**src/pkg/clock_synth_pkg.sv**
```systemverilog
// package: widths, codes and carrier types of the three-loop clock synthesizer control
// assumes one 10 MHz reference clock (clock_i) and a synchronous power-up reset
`default_nettype none
package clock_synth_pkg;
  localparam int PRE_WIDTH      = 8;
  localparam int FB_WIDTH       = 11;
  localparam int POST_WIDTH     = 7;
  localparam int ACC_WIDTH      = 12;
  localparam int NUM_LOOPS      = 3;
  localparam int NUM_XOUT       = 4;
  localparam int NUM_OUTS       = 5;
  localparam int TABLE_ROWS     = 8;
  localparam int SEL_WIDTH      = 3;
  localparam int NUM_PINS       = 4;
  // pin vector positions
  localparam int PIN_DATA       = 0;
  localparam int PIN_SCLK       = 1;
  localparam int PIN_SEL2       = 2;
  localparam int PIN_SHUT       = 3;
  localparam logic [3:0] PIN_FILT_RESET = 4'h0;
  // cycles after reset release before the strap pins are trusted
  localparam logic [2:0] STARTUP_CYCLES = 3'h4;
  // cross-point source codes
  localparam logic [1:0] SRC_REF   = 2'h0;
  localparam logic [1:0] SRC_LOOP1 = 2'h1;
  localparam logic [1:0] SRC_LOOP2 = 2'h2;
  localparam logic [1:0] SRC_LOOP3 = 2'h3;
  // fifth output post-divider codes; code value is also the last edge index
  localparam logic [1:0] E_OFF  = 2'h0;
  localparam logic [1:0] E_DIV2 = 2'h1;
  localparam logic [1:0] E_DIV3 = 2'h2;
  localparam logic [1:0] E_DIV4 = 2'h3;

  typedef struct packed {
    logic [PRE_WIDTH-1:0] pre;
    logic [FB_WIDTH-1:0]  fb;
  } loop_cfg_t;

  typedef struct packed {
    loop_cfg_t cfg;
    logic      div_reg_sel;
  } loop_one_row_t;

  typedef struct packed {
    logic [POST_WIDTH-1:0] a;
    logic [POST_WIDTH-1:0] b;
  } ab_div_t;

  typedef enum logic [2:0] {
    E_ST_OFF  = 3'b001,
    E_ST_RUN  = 3'b010,
    E_ST_HOLD = 3'b100
  } e_state_t;
endpackage
`default_nettype wire

```
**src/core/edge_divider.sv**
```systemverilog
// module: programmable divider counting source edges, 50 percent duty for any nonzero ratio; ratio 0 holds the output low
// assumes edge_i marks one source clock edge per pulse, on clock_i
`default_nettype none
module edge_divider #(
  parameter int WIDTH = 7
) (
  input  wire logic             clock_i,
  input  wire logic             reset_i,
  input  wire logic             run_i,
  input  wire logic             edge_i,
  input  wire logic [WIDTH-1:0] ratio_i,
  output var  logic             clock_o
);
  logic [WIDTH-1:0] count;
  logic [WIDTH-1:0] active;

  // new ratio is taken at a toggle, or at the first edge while active is zero, so no runt pulse on a change
  always_ff @(posedge clock_i) begin
    if (reset_i || !run_i) begin
      count   <= '0;
      active  <= '0;
      clock_o <= 1'b0;
    end else if (edge_i) begin
      if (active == '0) begin
        active <= ratio_i; // RL12
        count  <= '0;
      end else if (count == active - 1'b1) begin
        count   <= '0;
        active  <= ratio_i; // RL12
        clock_o <= clock_o ? 1'b0 : (ratio_i != '0);
      end else begin
        count <= count + 1'b1;
      end
    end
  end

  property p_toggle_on_edge;
    @(posedge clock_i) disable iff (reset_i)
    (run_i && $past(run_i) && $changed(clock_o)) |-> $past(edge_i);
  endproperty
  a_toggle_on_edge: assert property (p_toggle_on_edge) else $error("divider output moved without a source edge"); // RL12
endmodule
`default_nettype wire

```
**src/core/clock_synth_ctrl.sv**
```systemverilog
// module: digital control of a three-loop clock synthesizer with cross-point and power pins
// assumes loop and reference clocks are modelled as edge pulses on clock_i; pins are asynchronous
`default_nettype none
// How it works
// RL1: each loop makes edges at the reference rate times feedback value over 8-bit pre-divider value.
// RL2: the edges of all three loops are offered to the cross-point switch.
// RL3: loop one also feeds a post-divider of 2, 3 or 4 that drives the fifth output.
// RL4: the dividers behind the cross-point are 7 bits wide.
// RL5: loop one takes its setting from the serial value or from the select-indexed table.
// RL6: loops two and three take only their serial values and ignore the select inputs.
// RL7: the data and clock pins are latched once at start-up as select bits 0 and 1 and held.
// RL8: the third select pin is select bit 2, or the suspend control when so configured.
// RL9: by default a low shutdown pin turns all outputs off and stops the whole chip.
// RL10: with output-enable-only set, a low shutdown pin turns outputs off but the chip runs.
// RL11: any of reference and three loops can be routed to any of the four output dividers.
// RL12: the three select bits index an eight-row table and divider changes are glitch-free.
// RL13: outputs a and b share one choice between their register 0 and register 1 dividers.
// RL14: the fifth output is held low while its ratio changes and resumes at the next loop-one edge.
module clock_synth_ctrl (
  input  wire logic                                                    clock_i,
  input  wire logic                                                    reset_i,
  input  wire logic                                                    serial_port_data_pin_i,
  input  wire logic                                                    serial_port_clock_pin_i,
  input  wire logic                                                    select_or_suspend_pin_i,
  input  wire logic                                                    shutdown_oe_n_pin_i,
  input  wire logic                                                    oe_only_i,
  input  wire logic                                                    select_is_suspend_i,
  input  wire logic [clock_synth_pkg::NUM_OUTS-1:0]                    suspend_mask_i,
  input  wire logic                                                    loop_one_use_table_i,
  input  wire clock_synth_pkg::loop_cfg_t                              loop_one_serial_cfg_i,
  input  wire logic                                                    loop_one_serial_sel_i,
  input  wire clock_synth_pkg::loop_one_row_t [clock_synth_pkg::TABLE_ROWS-1:0] loop_one_table_i,
  input  wire clock_synth_pkg::loop_cfg_t                              loop_two_cfg_i,
  input  wire clock_synth_pkg::loop_cfg_t                              loop_three_cfg_i,
  input  wire clock_synth_pkg::ab_div_t                                ab_div_reg0_i,
  input  wire clock_synth_pkg::ab_div_t                                ab_div_reg1_i,
  input  wire logic [clock_synth_pkg::POST_WIDTH-1:0]                  div_c_i,
  input  wire logic [clock_synth_pkg::POST_WIDTH-1:0]                  div_d_i,
  input  wire logic [clock_synth_pkg::NUM_XOUT-1:0][1:0]               xpoint_sel_i,
  input  wire logic [1:0]                                              e_ratio_i,
  output var  logic                                                    output_clock_a_o,
  output var  logic                                                    output_clock_b_o,
  output var  logic                                                    output_clock_c_o,
  output var  logic                                                    output_clock_d_o,
  output var  logic                                                    loop_one_divided_output_o,
  output var  logic [clock_synth_pkg::NUM_OUTS-1:0]                    clocks_oe_n_o,
  output var  logic                                                    chip_running_o,
  output var  logic [clock_synth_pkg::NUM_LOOPS-1:0]                   loop_edge_o,
  output var  logic [clock_synth_pkg::SEL_WIDTH-1:0]                   freq_select_o,
  output var  clock_synth_pkg::loop_cfg_t                              loop_one_cfg_o
);
  logic [3:0]  pin_raw;
  logic [3:0]  sync1;
  logic [3:0]  sync2;
  logic [3:0]  sync3;
  logic [3:0]  pin_filt;
  logic [2:0]  startup_count;
  logic        straps_latched;
  logic [1:0]  strap_bits;
  logic        ab_sel;
  logic        suspend_low;
  logic [clock_synth_pkg::NUM_OUTS-1:0] next_oe_n;
  clock_synth_pkg::loop_cfg_t [clock_synth_pkg::NUM_LOOPS-1:0] loop_cfg;
  logic [clock_synth_pkg::NUM_LOOPS:0]  src_edge;
  logic [clock_synth_pkg::NUM_XOUT-1:0] xclk;
  logic [clock_synth_pkg::NUM_XOUT-1:0][clock_synth_pkg::POST_WIDTH-1:0] xratio;
  clock_synth_pkg::e_state_t e_state;
  logic [1:0]  e_active;
  logic [1:0]  e_count;

  function automatic logic [clock_synth_pkg::POST_WIDTH-1:0] pick_reg(
    input logic                                  sel,
    input logic [clock_synth_pkg::POST_WIDTH-1:0] r0,
    input logic [clock_synth_pkg::POST_WIDTH-1:0] r1
  );
    return sel ? r1 : r0;
  endfunction

  // three-stage pin sampling; a change counts once stages two and three agree
  assign pin_raw = {shutdown_oe_n_pin_i, select_or_suspend_pin_i, serial_port_clock_pin_i, serial_port_data_pin_i};
  always_ff @(posedge clock_i) begin
    if (reset_i) begin
      sync1    <= clock_synth_pkg::PIN_FILT_RESET;
      sync2    <= clock_synth_pkg::PIN_FILT_RESET;
      sync3    <= clock_synth_pkg::PIN_FILT_RESET;
      pin_filt <= clock_synth_pkg::PIN_FILT_RESET;
    end else begin
      sync1    <= pin_raw;
      sync2    <= sync1;
      sync3    <= sync2;
      pin_filt <= (~(sync2 ^ sync3) & sync2) | ((sync2 ^ sync3) & pin_filt);
    end
  end

  // straps caught once the sampler has filled; afterwards the pins belong to the serial port
  always_ff @(posedge clock_i) begin
    if (reset_i) begin
      startup_count  <= 3'h0;
      straps_latched <= 1'b0;
      strap_bits     <= 2'h0;
    end else if (!straps_latched) begin
      if (startup_count == clock_synth_pkg::STARTUP_CYCLES) begin
        straps_latched <= 1'b1;
        strap_bits     <= {pin_filt[clock_synth_pkg::PIN_SCLK], pin_filt[clock_synth_pkg::PIN_DATA]}; // RL7
      end else begin
        startup_count <= startup_count + 3'h1;
      end
    end
  end

  // third pin is either select bit 2 or the suspend line, never both
  assign freq_select_o = {(!select_is_suspend_i && pin_filt[clock_synth_pkg::PIN_SEL2]), strap_bits}; // RL8 RL12
  assign suspend_low   = select_is_suspend_i && !pin_filt[clock_synth_pkg::PIN_SEL2]; // RL8

  // loop-one setting and shared a/b register choice, registered so a change lands on one edge
  always_ff @(posedge clock_i) begin
    if (reset_i) begin
      loop_one_cfg_o <= '0;
      ab_sel         <= 1'b0;
    end else if (loop_one_use_table_i) begin
      loop_one_cfg_o <= loop_one_table_i[freq_select_o].cfg; // RL5 RL12
      ab_sel         <= loop_one_table_i[freq_select_o].div_reg_sel; // RL13
    end else begin
      loop_one_cfg_o <= loop_one_serial_cfg_i; // RL5
      ab_sel         <= loop_one_serial_sel_i;
    end
  end

  // power state: shutdown stops everything unless only output enable is wanted
  assign next_oe_n = ~({clock_synth_pkg::NUM_OUTS{straps_latched && pin_filt[clock_synth_pkg::PIN_SHUT]}}
                       & ~({clock_synth_pkg::NUM_OUTS{suspend_low}} & suspend_mask_i)); // RL9 RL10
  always_ff @(posedge clock_i) begin
    if (reset_i) begin
      clocks_oe_n_o  <= '1;
      chip_running_o <= 1'b0;
    end else begin
      clocks_oe_n_o  <= next_oe_n;
      chip_running_o <= straps_latched && (pin_filt[clock_synth_pkg::PIN_SHUT] || oe_only_i); // RL9 RL10
    end
  end

  // loops two and three see only their own serial values
  assign loop_cfg[0] = loop_one_cfg_o;
  assign loop_cfg[1] = loop_two_cfg_i; // RL6
  assign loop_cfg[2] = loop_three_cfg_i; // RL6

  // rate model: one edge per carry, so a loop saturates at one edge per clock when fb exceeds pre
  for (genvar g = 0; g < clock_synth_pkg::NUM_LOOPS; g++) begin : g_loop
    logic [clock_synth_pkg::ACC_WIDTH-1:0] acc;
    logic [clock_synth_pkg::ACC_WIDTH-1:0] sum;
    logic [clock_synth_pkg::ACC_WIDTH-1:0] diff;
    logic [clock_synth_pkg::ACC_WIDTH-1:0] pre_wide;
    logic                                  edge_q;
    assign pre_wide = {4'h0, loop_cfg[g].pre};
    assign sum      = acc + {1'b0, loop_cfg[g].fb};
    assign diff     = sum - pre_wide;
    always_ff @(posedge clock_i) begin
      if (reset_i || !chip_running_o || loop_cfg[g].pre == '0) begin
        acc    <= '0;
        edge_q <= 1'b0;
      end else if (sum >= pre_wide) begin
        edge_q <= 1'b1; // RL1
        acc    <= (diff >= pre_wide) ? '0 : diff;
      end else begin
        edge_q <= 1'b0;
        acc    <= sum; // RL1
      end
    end
    assign loop_edge_o[g] = edge_q;
  end

  // cross-point: source 0 is the reference, one edge per clock
  assign src_edge = {loop_edge_o, chip_running_o}; // RL2
  assign xratio[0] = pick_reg(ab_sel, ab_div_reg0_i.a, ab_div_reg1_i.a); // RL13
  assign xratio[1] = pick_reg(ab_sel, ab_div_reg0_i.b, ab_div_reg1_i.b); // RL13
  assign xratio[2] = div_c_i;
  assign xratio[3] = div_d_i;
  for (genvar k = 0; k < clock_synth_pkg::NUM_XOUT; k++) begin : g_xout
    edge_divider #(
      .WIDTH (clock_synth_pkg::POST_WIDTH) // RL4
    ) u_div (
      .clock_i (clock_i),
      .reset_i (reset_i),
      .run_i   (chip_running_o),
      .edge_i  (src_edge[xpoint_sel_i[k]]), // RL11
      .ratio_i (xratio[k]),
      .clock_o (xclk[k])
    );
  end
  assign output_clock_a_o = xclk[0];
  assign output_clock_b_o = xclk[1];
  assign output_clock_c_o = xclk[2];
  assign output_clock_d_o = xclk[3];

  // fifth output: a ratio change waits for a low phase, then holds low until a loop-one edge
  always_ff @(posedge clock_i) begin
    if (reset_i || !chip_running_o) begin
      e_state                   <= clock_synth_pkg::E_ST_OFF;
      e_active                  <= clock_synth_pkg::E_OFF;
      e_count                   <= 2'h0;
      loop_one_divided_output_o <= 1'b0;
    end else begin
      unique case (e_state)
        clock_synth_pkg::E_ST_OFF: begin
          if (e_ratio_i != clock_synth_pkg::E_OFF) begin
            e_state <= clock_synth_pkg::E_ST_HOLD;
          end
        end
        clock_synth_pkg::E_ST_HOLD: begin
          loop_one_divided_output_o <= 1'b0; // RL14
          if (loop_edge_o[0]) begin
            e_active <= e_ratio_i; // RL14
            e_count  <= 2'h0;
            e_state  <= (e_ratio_i == clock_synth_pkg::E_OFF) ? clock_synth_pkg::E_ST_OFF : clock_synth_pkg::E_ST_RUN;
          end
        end
        clock_synth_pkg::E_ST_RUN: begin
          if (loop_edge_o[0] && e_count == e_active) begin
            e_count <= 2'h0;
            if (e_ratio_i != e_active) begin
              loop_one_divided_output_o <= 1'b0; // RL14
              e_state                   <= clock_synth_pkg::E_ST_HOLD;
            end else begin
              loop_one_divided_output_o <= ~loop_one_divided_output_o; // RL3
            end
          end else begin
            if (e_ratio_i != e_active && !loop_one_divided_output_o) begin
              e_state <= clock_synth_pkg::E_ST_HOLD; // RL14
            end
            if (loop_edge_o[0]) begin
              e_count <= e_count + 2'h1; // RL3
            end
          end
        end
        default: begin
          e_state <= clock_synth_pkg::E_ST_OFF;
        end
      endcase
    end
  end

  property p_shutdown_all;
    @(posedge clock_i) disable iff (reset_i)
    (!pin_filt[clock_synth_pkg::PIN_SHUT] && !oe_only_i) |=> (&clocks_oe_n_o && !chip_running_o);
  endproperty
  a_shutdown_all: assert property (p_shutdown_all) else $error("shutdown left outputs or chip on"); // RL9

  property p_oe_only;
    @(posedge clock_i) disable iff (reset_i)
    (!pin_filt[clock_synth_pkg::PIN_SHUT] && oe_only_i && straps_latched) |=> (&clocks_oe_n_o && chip_running_o);
  endproperty
  a_oe_only: assert property (p_oe_only) else $error("output-enable-only mode stopped the chip"); // RL10

  property p_straps_hold;
    @(posedge clock_i) disable iff (reset_i)
    straps_latched |=> ($stable(strap_bits) && straps_latched);
  endproperty
  a_straps_hold: assert property (p_straps_hold) else $error("latched select bits moved"); // RL7

  property p_loop_off;
    @(posedge clock_i) disable iff (reset_i)
    loop_edge_o[1] |-> ($past(loop_two_cfg_i.pre) != '0 && $past(chip_running_o));
  endproperty
  a_loop_off: assert property (p_loop_off) else $error("loop two made an edge while off"); // RL1

  // output d routed from loop two may only move after a loop-two edge; a wrong mux select trips it
  property p_route_d;
    @(posedge clock_i) disable iff (reset_i)
    (chip_running_o && $past(chip_running_o) && $past(xpoint_sel_i[3]) == clock_synth_pkg::SRC_LOOP2
      && $changed(output_clock_d_o)) |-> $past(loop_edge_o[1]);
  endproperty
  a_route_d: assert property (p_route_d) else $error("output d moved without a routed loop-two edge"); // RL11

  property p_e_hold_low;
    @(posedge clock_i) disable iff (reset_i)
    (e_state == clock_synth_pkg::E_ST_HOLD) |=> (!loop_one_divided_output_o || $past(e_state) != e_state);
  endproperty
  a_e_hold_low: assert property (p_e_hold_low) else $error("fifth output high while held"); // RL14

  property p_e_resume;
    @(posedge clock_i) disable iff (reset_i)
    (e_state == clock_synth_pkg::E_ST_HOLD && loop_edge_o[0] && e_ratio_i != clock_synth_pkg::E_OFF && chip_running_o)
      |=> (e_state == clock_synth_pkg::E_ST_RUN && e_active == $past(e_ratio_i));
  endproperty
  a_e_resume: assert property (p_e_resume) else $error("fifth output did not resume on loop-one edge"); // RL14

  property p_e_divide;
    @(posedge clock_i) disable iff (reset_i)
    (e_state == clock_synth_pkg::E_ST_RUN && e_ratio_i == e_active && loop_edge_o[0] && e_count == e_active
      && chip_running_o) |=> (loop_one_divided_output_o != $past(loop_one_divided_output_o));
  endproperty
  a_e_divide: assert property (p_e_divide) else $error("fifth output missed its toggle"); // RL3
endmodule
`default_nettype wire

```
**config.mk**
```make
export PLATFORM = sky130hd
export DESIGN_NAME = clock_synth_ctrl
export DESIGN_NICKNAME = d
export VERILOG_FILES = /design/src/pkg/clock_synth_pkg.sv /design/src/core/edge_divider.sv /design/src/core/clock_synth_ctrl.sv
export SDC_FILE = /design/constraint.sdc
export NUM_CORES = 1
export LEC_CHECK = 0
export BUFFER_PORTS_ARGS = -buffer_cell sky130_fd_sc_hd__buf_2
export CAP_MARGIN = 20
export CORE_ASPECT_RATIO = 0.9
export CORE_MARGIN = 2
export CORE_UTILIZATION = 41
export CTS_BUF_LIST = sky130_fd_sc_hd__clkbuf_8 sky130_fd_sc_hd__clkbuf_16
export CTS_CLUSTER_SIZE = 20
export DETAILED_ROUTE_END_ITERATION = 6
export PLACE_DENSITY = 0.73
export SKIP_LAST_GASP = 1
export SLEW_MARGIN = 10
export SYNTH_ARGS = -nofsm -noshare
export SYNTH_HDL_FRONTEND = slang
export SYNTH_SLANG_ARGS = --single-unit
```
**constraint.sdc**
```tcl
create_clock -name clock_i -period 9.75 [get_ports clock_i]
set_input_delay 0.4875 -clock clock_i [delete_from_list [all_inputs] [get_ports clock_i]]
set_output_delay 0.4875 -clock clock_i [all_outputs]
set_load 0.02 [all_outputs]
```
==> results.json, run 1 <==
{
  "fin_skew_ns": 0.0197,
  "synth_top_family_by_area": "compound AO/OA/AOI/OAI gates",
  "path_clk_slew_ns": 0.08,
  "tns_ns": 0,
  "r2r_start": "g_loop[1].acc[0]$_SDFF_PP0_",
  "fin_crit_sh_pct": 48.9,
  "die_w_um": 178,
  "ff2ff_path_depth": 19,
  "drc": 0,
  "crit_path_end": "g_loop[1].acc[5]$_SDFF_PP0_",
  "floorplan.initialDensity_pct": 41.5,
  "root_buffer": "clkbuf_16",
  "grt_overflow": 0,
  "synth_compound_area_share_pct": 16.8,
  "hold_path.class": "input pin to register",
  "cp_max_fo": 5,
  "synth-xor-area-share_pct": 8.26,
  "num_io_pins": 320,
  "fmax_mhz": 210,
  "cts_setup_buffers": 0,
  "worst-r2r-setup-slack_ns": 4.98,
  "core_area_um2": 26800,
  "area_delta_synth_final_pct": 22.8,
  "total_power_mw": 1.71,
  "fp-row-count": 57,
  "synthesis.area_um2": 11100,
  "synth.area.mux_share_pct": 14.6,
  "startpoint_type": "register",
  "synth_cells": 1213,
  "worst_slack_ns": 4.98,
  "io_buffers": 319,
  "slew_headroom_pct": 26.7,
  "hold_violations": 0,
  "routabilityCongestion": 0.933,
  "cts-resized-gates": 0,
  "via_count": 10300,
  "routed_wirelength_um": 32800,
  "synthSimpleGateAreaFrac_pct": 16.8,
  "synth-main-ff-cell": "dfxtp_1",
  "crit_start": "g_loop[1].acc[0]$_SDFF_PP0_",
  "stdcell_area_um2": 13700,
  "synth_edf_count": 0,
  "die_h_um": 160,
  "rsz0062_at_grt": "false",
  "grt_pass1_vias": 10200,
  "vias_per_cell": 5.46,
  "async_flop_share_pct": 0,
  "antenna_found_initial": 3,
  "grt_max_degree": 47,
  "worstPathRequired_ns": 10.12,
  "ys_seq_area_share_pct": 27.9,
  "fill_cells": 2553,
  "vdd_drop_max_mv": 0.110,
  "tightest_slew_ns": 1.09,
  "cts_buffers": 17,
  "cts.hold.buffers_added": 0,
  "first_pass_iters": 5,
  "clockBufferDepth": 2,
  "dpl.hpwl_um": 26800,
  "grt_pass1_wl_um": 51900,
  "cp-end-kind": "register",
  "p_leak_nw": 6.15,
  "clkLatencyLatePin_ns": 0.43,
  "drv_slew": 0,
  "ys_warn_count": 0,
  "synth_fa_ha_area_share_pct": 11.8,
  "drt.antenna.violating_nets": 0,
  "synth_seq_cells": 155,
  "postPlaceCellArea_um2": 13100,
  "avgSynthCellArea_um2": 9.18,
  "drv_cap": 0,
  "ys_types": 79,
  "final-setup-viol-count": 0,
  "grt_usage_pct": 22.9,
  "routedWlPerCell_um": 17.3,
  "fin_crit_ns": 4.77,
  "cts_tree": "built",
  "crit_type": "register to register",
  "final_nets": 1911,
  "htree_levels": 4,
  "die_area_um2": 28500,
  "status": "finished clean",
  "drt-initial-drc-count": 584,
  "cp.arrival_ns": 5.14,
  "clock-sinks": 155,
  "reg2reg_to": "g_loop[1].acc[5]$_SDFF_PP0_",
  "drive_above_1_share_pct": 28.3,
  "preCtsSetupSlack_ns": 4.75,
  "power_density_nw_per_um2": 125
}
-- metrics by stage --
stage	cells	hold slack [ns]	utilization, %
final	1895	0.251	51.0
after global placement	1860	0.422	48.7
after CTS	1893	0.237	51.0
after global routing	1895	0.245	51.0
after floorplan	1224	0.414	-
after detailed placement	1861	0.425	48.7
-- where the power goes --
part           internal (mW)  switching (mW)  total [mW]
sequential             0.649          0.0129       0.662
clock                  0.349           0.329       0.678
combinational          0.170           0.199       0.369
total                   1.17           0.541        1.71
-- sequential cells by signal, summed over array words and instances (netlist names), 5 cells and up, named ones only --
signal	count
g_xout.u_div.count	28
loop_one_cfg_o	19
clocks_oe_n_o	5
g_xout.u_div.active	28
g_loop.acc	36
-- final cells by class --
type | instances | area, um2 | share of cell area (%)
Tap cell | 354 | 443 | 3.24
Multi-Input combinational cell | 967 | 7640 | 55.9
Clock buffer | 17 | 425 | 3.11
Sequential cell | 155 | 3110 | 22.7
Antenna cell | 2 | 5.00 | 0.0366
Timing Repair Buffer | 325 | 1650 | 12.0
Inverter | 60 | 225 | 1.65
Clock inverter | 15 | 180 | 1.32
-- how the worst min path moves through the flow --
stage | startpoint | endpoint | slack, ns | cells past startpoint
4_1_cts | select_or_suspend_pin_i | sync1[2]$_SDFF_PP0_ | 0.24 | 2
3_5_place_dp | sync1[2]$_SDFF_PP0_ | sync2[2]$_SDFF_PP0_ | 0.42 | 1
5_1_grt | serial_port_data_pin_i | sync1[0]$_SDFF_PP0_ | 0.24 | 2
3_3_place_gp | sync1[2]$_SDFF_PP0_ | sync2[2]$_SDFF_PP0_ | 0.42 | 1
6_report | select_or_suspend_pin_i | sync1[2]$_SDFF_PP0_ | 0.25 | 2
2_1_floorplan | sync1[0]$_SDFF_PP0_ | sync2[0]$_SDFF_PP0_ | 0.41 | 1
-- cell usage after synthesis (all sizes together) (31+ instances only) --
master	n	share of area, %
dfxtp	155	28
nor2	136	4.6
ha	95	11
a21oi	67	3.0
xnor2	63	5.0
inv	60	2.0
nand2	60	2.0
mux2i	52	4.7
o21ai	49	2.2
mux4	44	8.9
xor2	42	3.3
a211oi	39	2.7
nor2b	33	1.9
clkbuf	31	1.1
-- cells by family after synthesis --
logic type	Yosys count
and+or+nand+nor	371
buffers and inverters	102
other	1
adders and majority gates	101
xor gates and xnor gates	105
DFF	155
muxes	106
AOI/OAI and AO/OA	272
-- critical path: stages, from the launching register on --
cell and delay (ns):
dfxtp_1 0.31, ha_1 0.22, fa_1 0.41, xor2_1 0.23, ha_1 0.33, nor2b_1 0.16, o21ai_0 0.21, nand2_1 0.14
a21o_1 0.19, a21oi_1 0.16, xnor2_1 0.19, ha_1 0.30, nor2b_1 0.13, o21ai_0 0.18, o211ai_1 0.12, nor3_1 0.15
nand3_1 0.10, nor4bb_1 0.66, clkdlybuf4s15_2 0.35, a32o_1 0.17
-- layout by cell type (no fill, tap or decap), drive strengths merged, types with 6 or more instances in the layout --
master,n
or2,6
nor3,21
nand2b,11
a21o,25
fa,6
nor2b,33
or3,8
o21ai,49
mux2i,52
nand3,22
a21oi,67
ha,95
nand4,15
a22o,8
xor2,42
a211oi,39
o21a,13
nor4,20
inv,69
clkbuf,17
mux4,44
mux2,10
nor3b,6
nor2,136
a32o,15
dfxtp,155
buf,324
nand3b,7
xnor2,63
conb,12
nand2,60
-- per-layer routing --
metal	global-route usage (%)	wire (um)	share of wire (%)
met5	0	7	0.021
met2	41.3	16700	51
met3	3.43	1570	4.8
met1	27.7	13700	42
met4	7.60	775	2.4
(Power assumes the default switching activity.)
==> run 2: changes to the inputs <==
- clock period: 9.75 -> 4.71 ns (I/O delays scaled with it)
==> run 2 against run 1 <==
Compared with the run above: sequential share of layout area down 0.10 points; non-clock buffer count up 6; cell count increased by 0.32%; final area grew 0.46%; clock power grew 110%; first-iteration DRC count shrank 4.6%; global-route usage is 0.076 points lower; critical path depth decreased by 2; utilization is 0.23 points higher.
==> results.json, run 2 (same netlist as run 1, synthesis figures left out) <==
{
  "slew_headroom_pct": 38.7,
  "dpl.hpwl_um": 27000,
  "register_area_um2": 3110,
  "die_area_um2": 28500,
  "status": "finished clean",
  "antenna_found_initial": 2,
  "cp_common_cell": "ha_1",
  "fp-row-count": 57,
  "vias_per_cell": 5.41,
  "drc": 0,
  "vdd_drop_max_mv": 0.236,
  "worst-r2r-setup-slack_ns": 0.34,
  "num_io_pins": 320,
  "clockBufferDepth": 2,
  "fin_crit_sh_pct": 92.8,
  "core_area_um2": 26800,
  "die_w_um": 178,
  "grt_pass1_vias": 10000,
  "area_delta_synth_final_pct": 23.3,
  "path_clk_slew_ns": 0.08,
  "rsz0062_at_grt": "false",
  "via_count": 10300,
  "die_h_um": 160,
  "multiInputGateArea_um2": 7640,
  "worstPathCellList": "ha_1, fa_1, a21o_1, a21oi_1, xnor2_1, ha_1, a21o_1, a31oi_1, o21ai_0, a41o_1, nor2_1, ha_1, nand4_1, nor2_1, a2111oi_2, o311a_2, a22o_1",
  "drv_cap": 0,
  "p_leak_nw": 6.19,
  "grt_max_degree": 47,
  "routedWlPerCell_um": 17.2,
  "layout_commonest_cell": "buf_2",
  "postPlaceCellArea_um2": 13100,
  "total_power_mw": 3.55,
  "cp.arrival_ns": 4.73,
  "startpoint_type": "register",
  "mostFrequentLayoutCells": "buf_2, dfxtp_1, nor2_1",
  "cp-end-kind": "register",
  "clkLatencyLatePin_ns": 0.42,
  "io_buffers": 319,
  "drv_slew": 0,
  "drt-initial-drc-count": 557,
  "htree_levels": 4,
  "power_density_nw_per_um2": 258,
  "cp_max_fo": 8,
  "clock-sinks": 155,
  "stdcell_area_um2": 13700,
  "hold_path.class": "input pin to register",
  "grt_overflow": 0,
  "crit_buf_inv": 0,
  "root_buffer": "clkbuf_16",
  "floorplan.initialDensity_pct": 41.5,
  "path_delay_family": "compound AO/OA/AOI/OAI gates",
  "routabilityCongestion": 0.941,
  "drive_above_1_share_pct": 28.5,
  "routed_wirelength_um": 32700,
  "grt_pass1_wl_um": 51600,
  "cts_setup_buffers": 0,
  "cp_slowest_stage_delay_ns": 0.43,
  "first_pass_iters": 5,
  "largest-register": "g_loop.acc",
  "worstPathRequired_ns": 5.07,
  "fill_cells": 2533,
  "top_regs": "g_loop.acc: 36 flops, g_xout.u_div.active: 28 flops, g_xout.u_div.count: 28 flops",
  "grt_usage_pct": 22.8,
  "cts_tree": "built",
  "cts_buffers": 17,
  "drt.antenna.violating_nets": 0,
  "largest_register_ffs": 36,
  "cp_slowest_cell": "fa_1",
  "final-setup-viol-count": 0,
  "tightest_slew_ns": 0.914,
  "final_nets": 1917,
  "tns_ns": 0,
  "crit_type": "register to register",
  "fin_skew_ns": 0.0150,
  "hold_violations": 0,
  "fmax_mhz": 229,
  "fin_crit_ns": 4.37
}
## run 2: repair_timing
item                                   4_1_cts  5_1_grt
gates resized for setup                      0        2
endpoints found under the hold margin        2        0
hold buffers                                 2        0
setup endpoints to repair                    0        8
## run 2: path summary, 6_finish.rpt
check / depth (start not counted) / start / end
worst max-delay path: 17 / loop_one_cfg_o[0]$_SDFF_PP0_ / g_loop[0].acc[2]$_SDFF_PP0_
worst min-delay path: 2 / shutdown_oe_n_pin_i / sync1[3]$_SDFF_PP0_
worst max register to register: 17 / loop_one_cfg_o[0]$_SDFF_PP0_ / g_loop[0].acc[2]$_SDFF_PP0_
worst min register to register: 1 / sync1[3]$_SDFF_PP0_ / sync2[3]$_SDFF_PP0_
## run 2: through the flow
step	setup WS, ns	hold WS (ns)	utilization [%]	cells
5_1_grt	0.0821	0.00893	51.2	1901
2_1_floorplan	0.744	0.346	-	1224
3_5_place_dp	0.343	0.427	48.8	1865
3_3_place_gp	0.356	0.422	48.8	1865
6_report	0.339	0.0150	51.2	1901
4_1_cts	0.274	0.00125	51.2	1899
## run 2: per-layer routing
metal	part of all wire [%]	global-route usage, %	vias to the layer above
met1	42	27.8	4880
met2	51	41.1	275
li1	-	-	5100
met4	2.6	7.27	0
met3	4.3	3.34	35
met5	0	0	-
## run 2: area by class of cell
| type | instances | share of cell area (%) |
|---|---|---|
| Antenna cell | 2 | 0.0364 |
| Clock buffer | 17 | 3.10 |
| Clock inverter | 15 | 1.39 |
| Inverter | 60 | 1.64 |
| Multi-Input combinational cell | 967 | 55.7 |
| Sequential cell | 155 | 22.6 |
| Tap cell | 354 | 3.23 |
| Timing Repair Buffer | 331 | 12.3 |
## run 2: where the power goes
group / switching [mW] / internal, mW
combinational: 0.412 / 0.358
clock: 0.683 / 0.727
sequential: 0.0251 / 1.34
total: 1.12 / 2.43
## run 2: worst reg2reg max path: cells and delay by family, from the launching register on
| family | cells | cell delay, ns |
|---|---|---|
| DFF | 1 | 0.33 |
| adders and majority gates | 4 | 1.29 |
| xor gates and xnor gates | 1 | 0.17 |
| AOI/OAI and AO/OA | 9 | 2.14 |
| and+or+nand+nor | 3 | 0.38 |
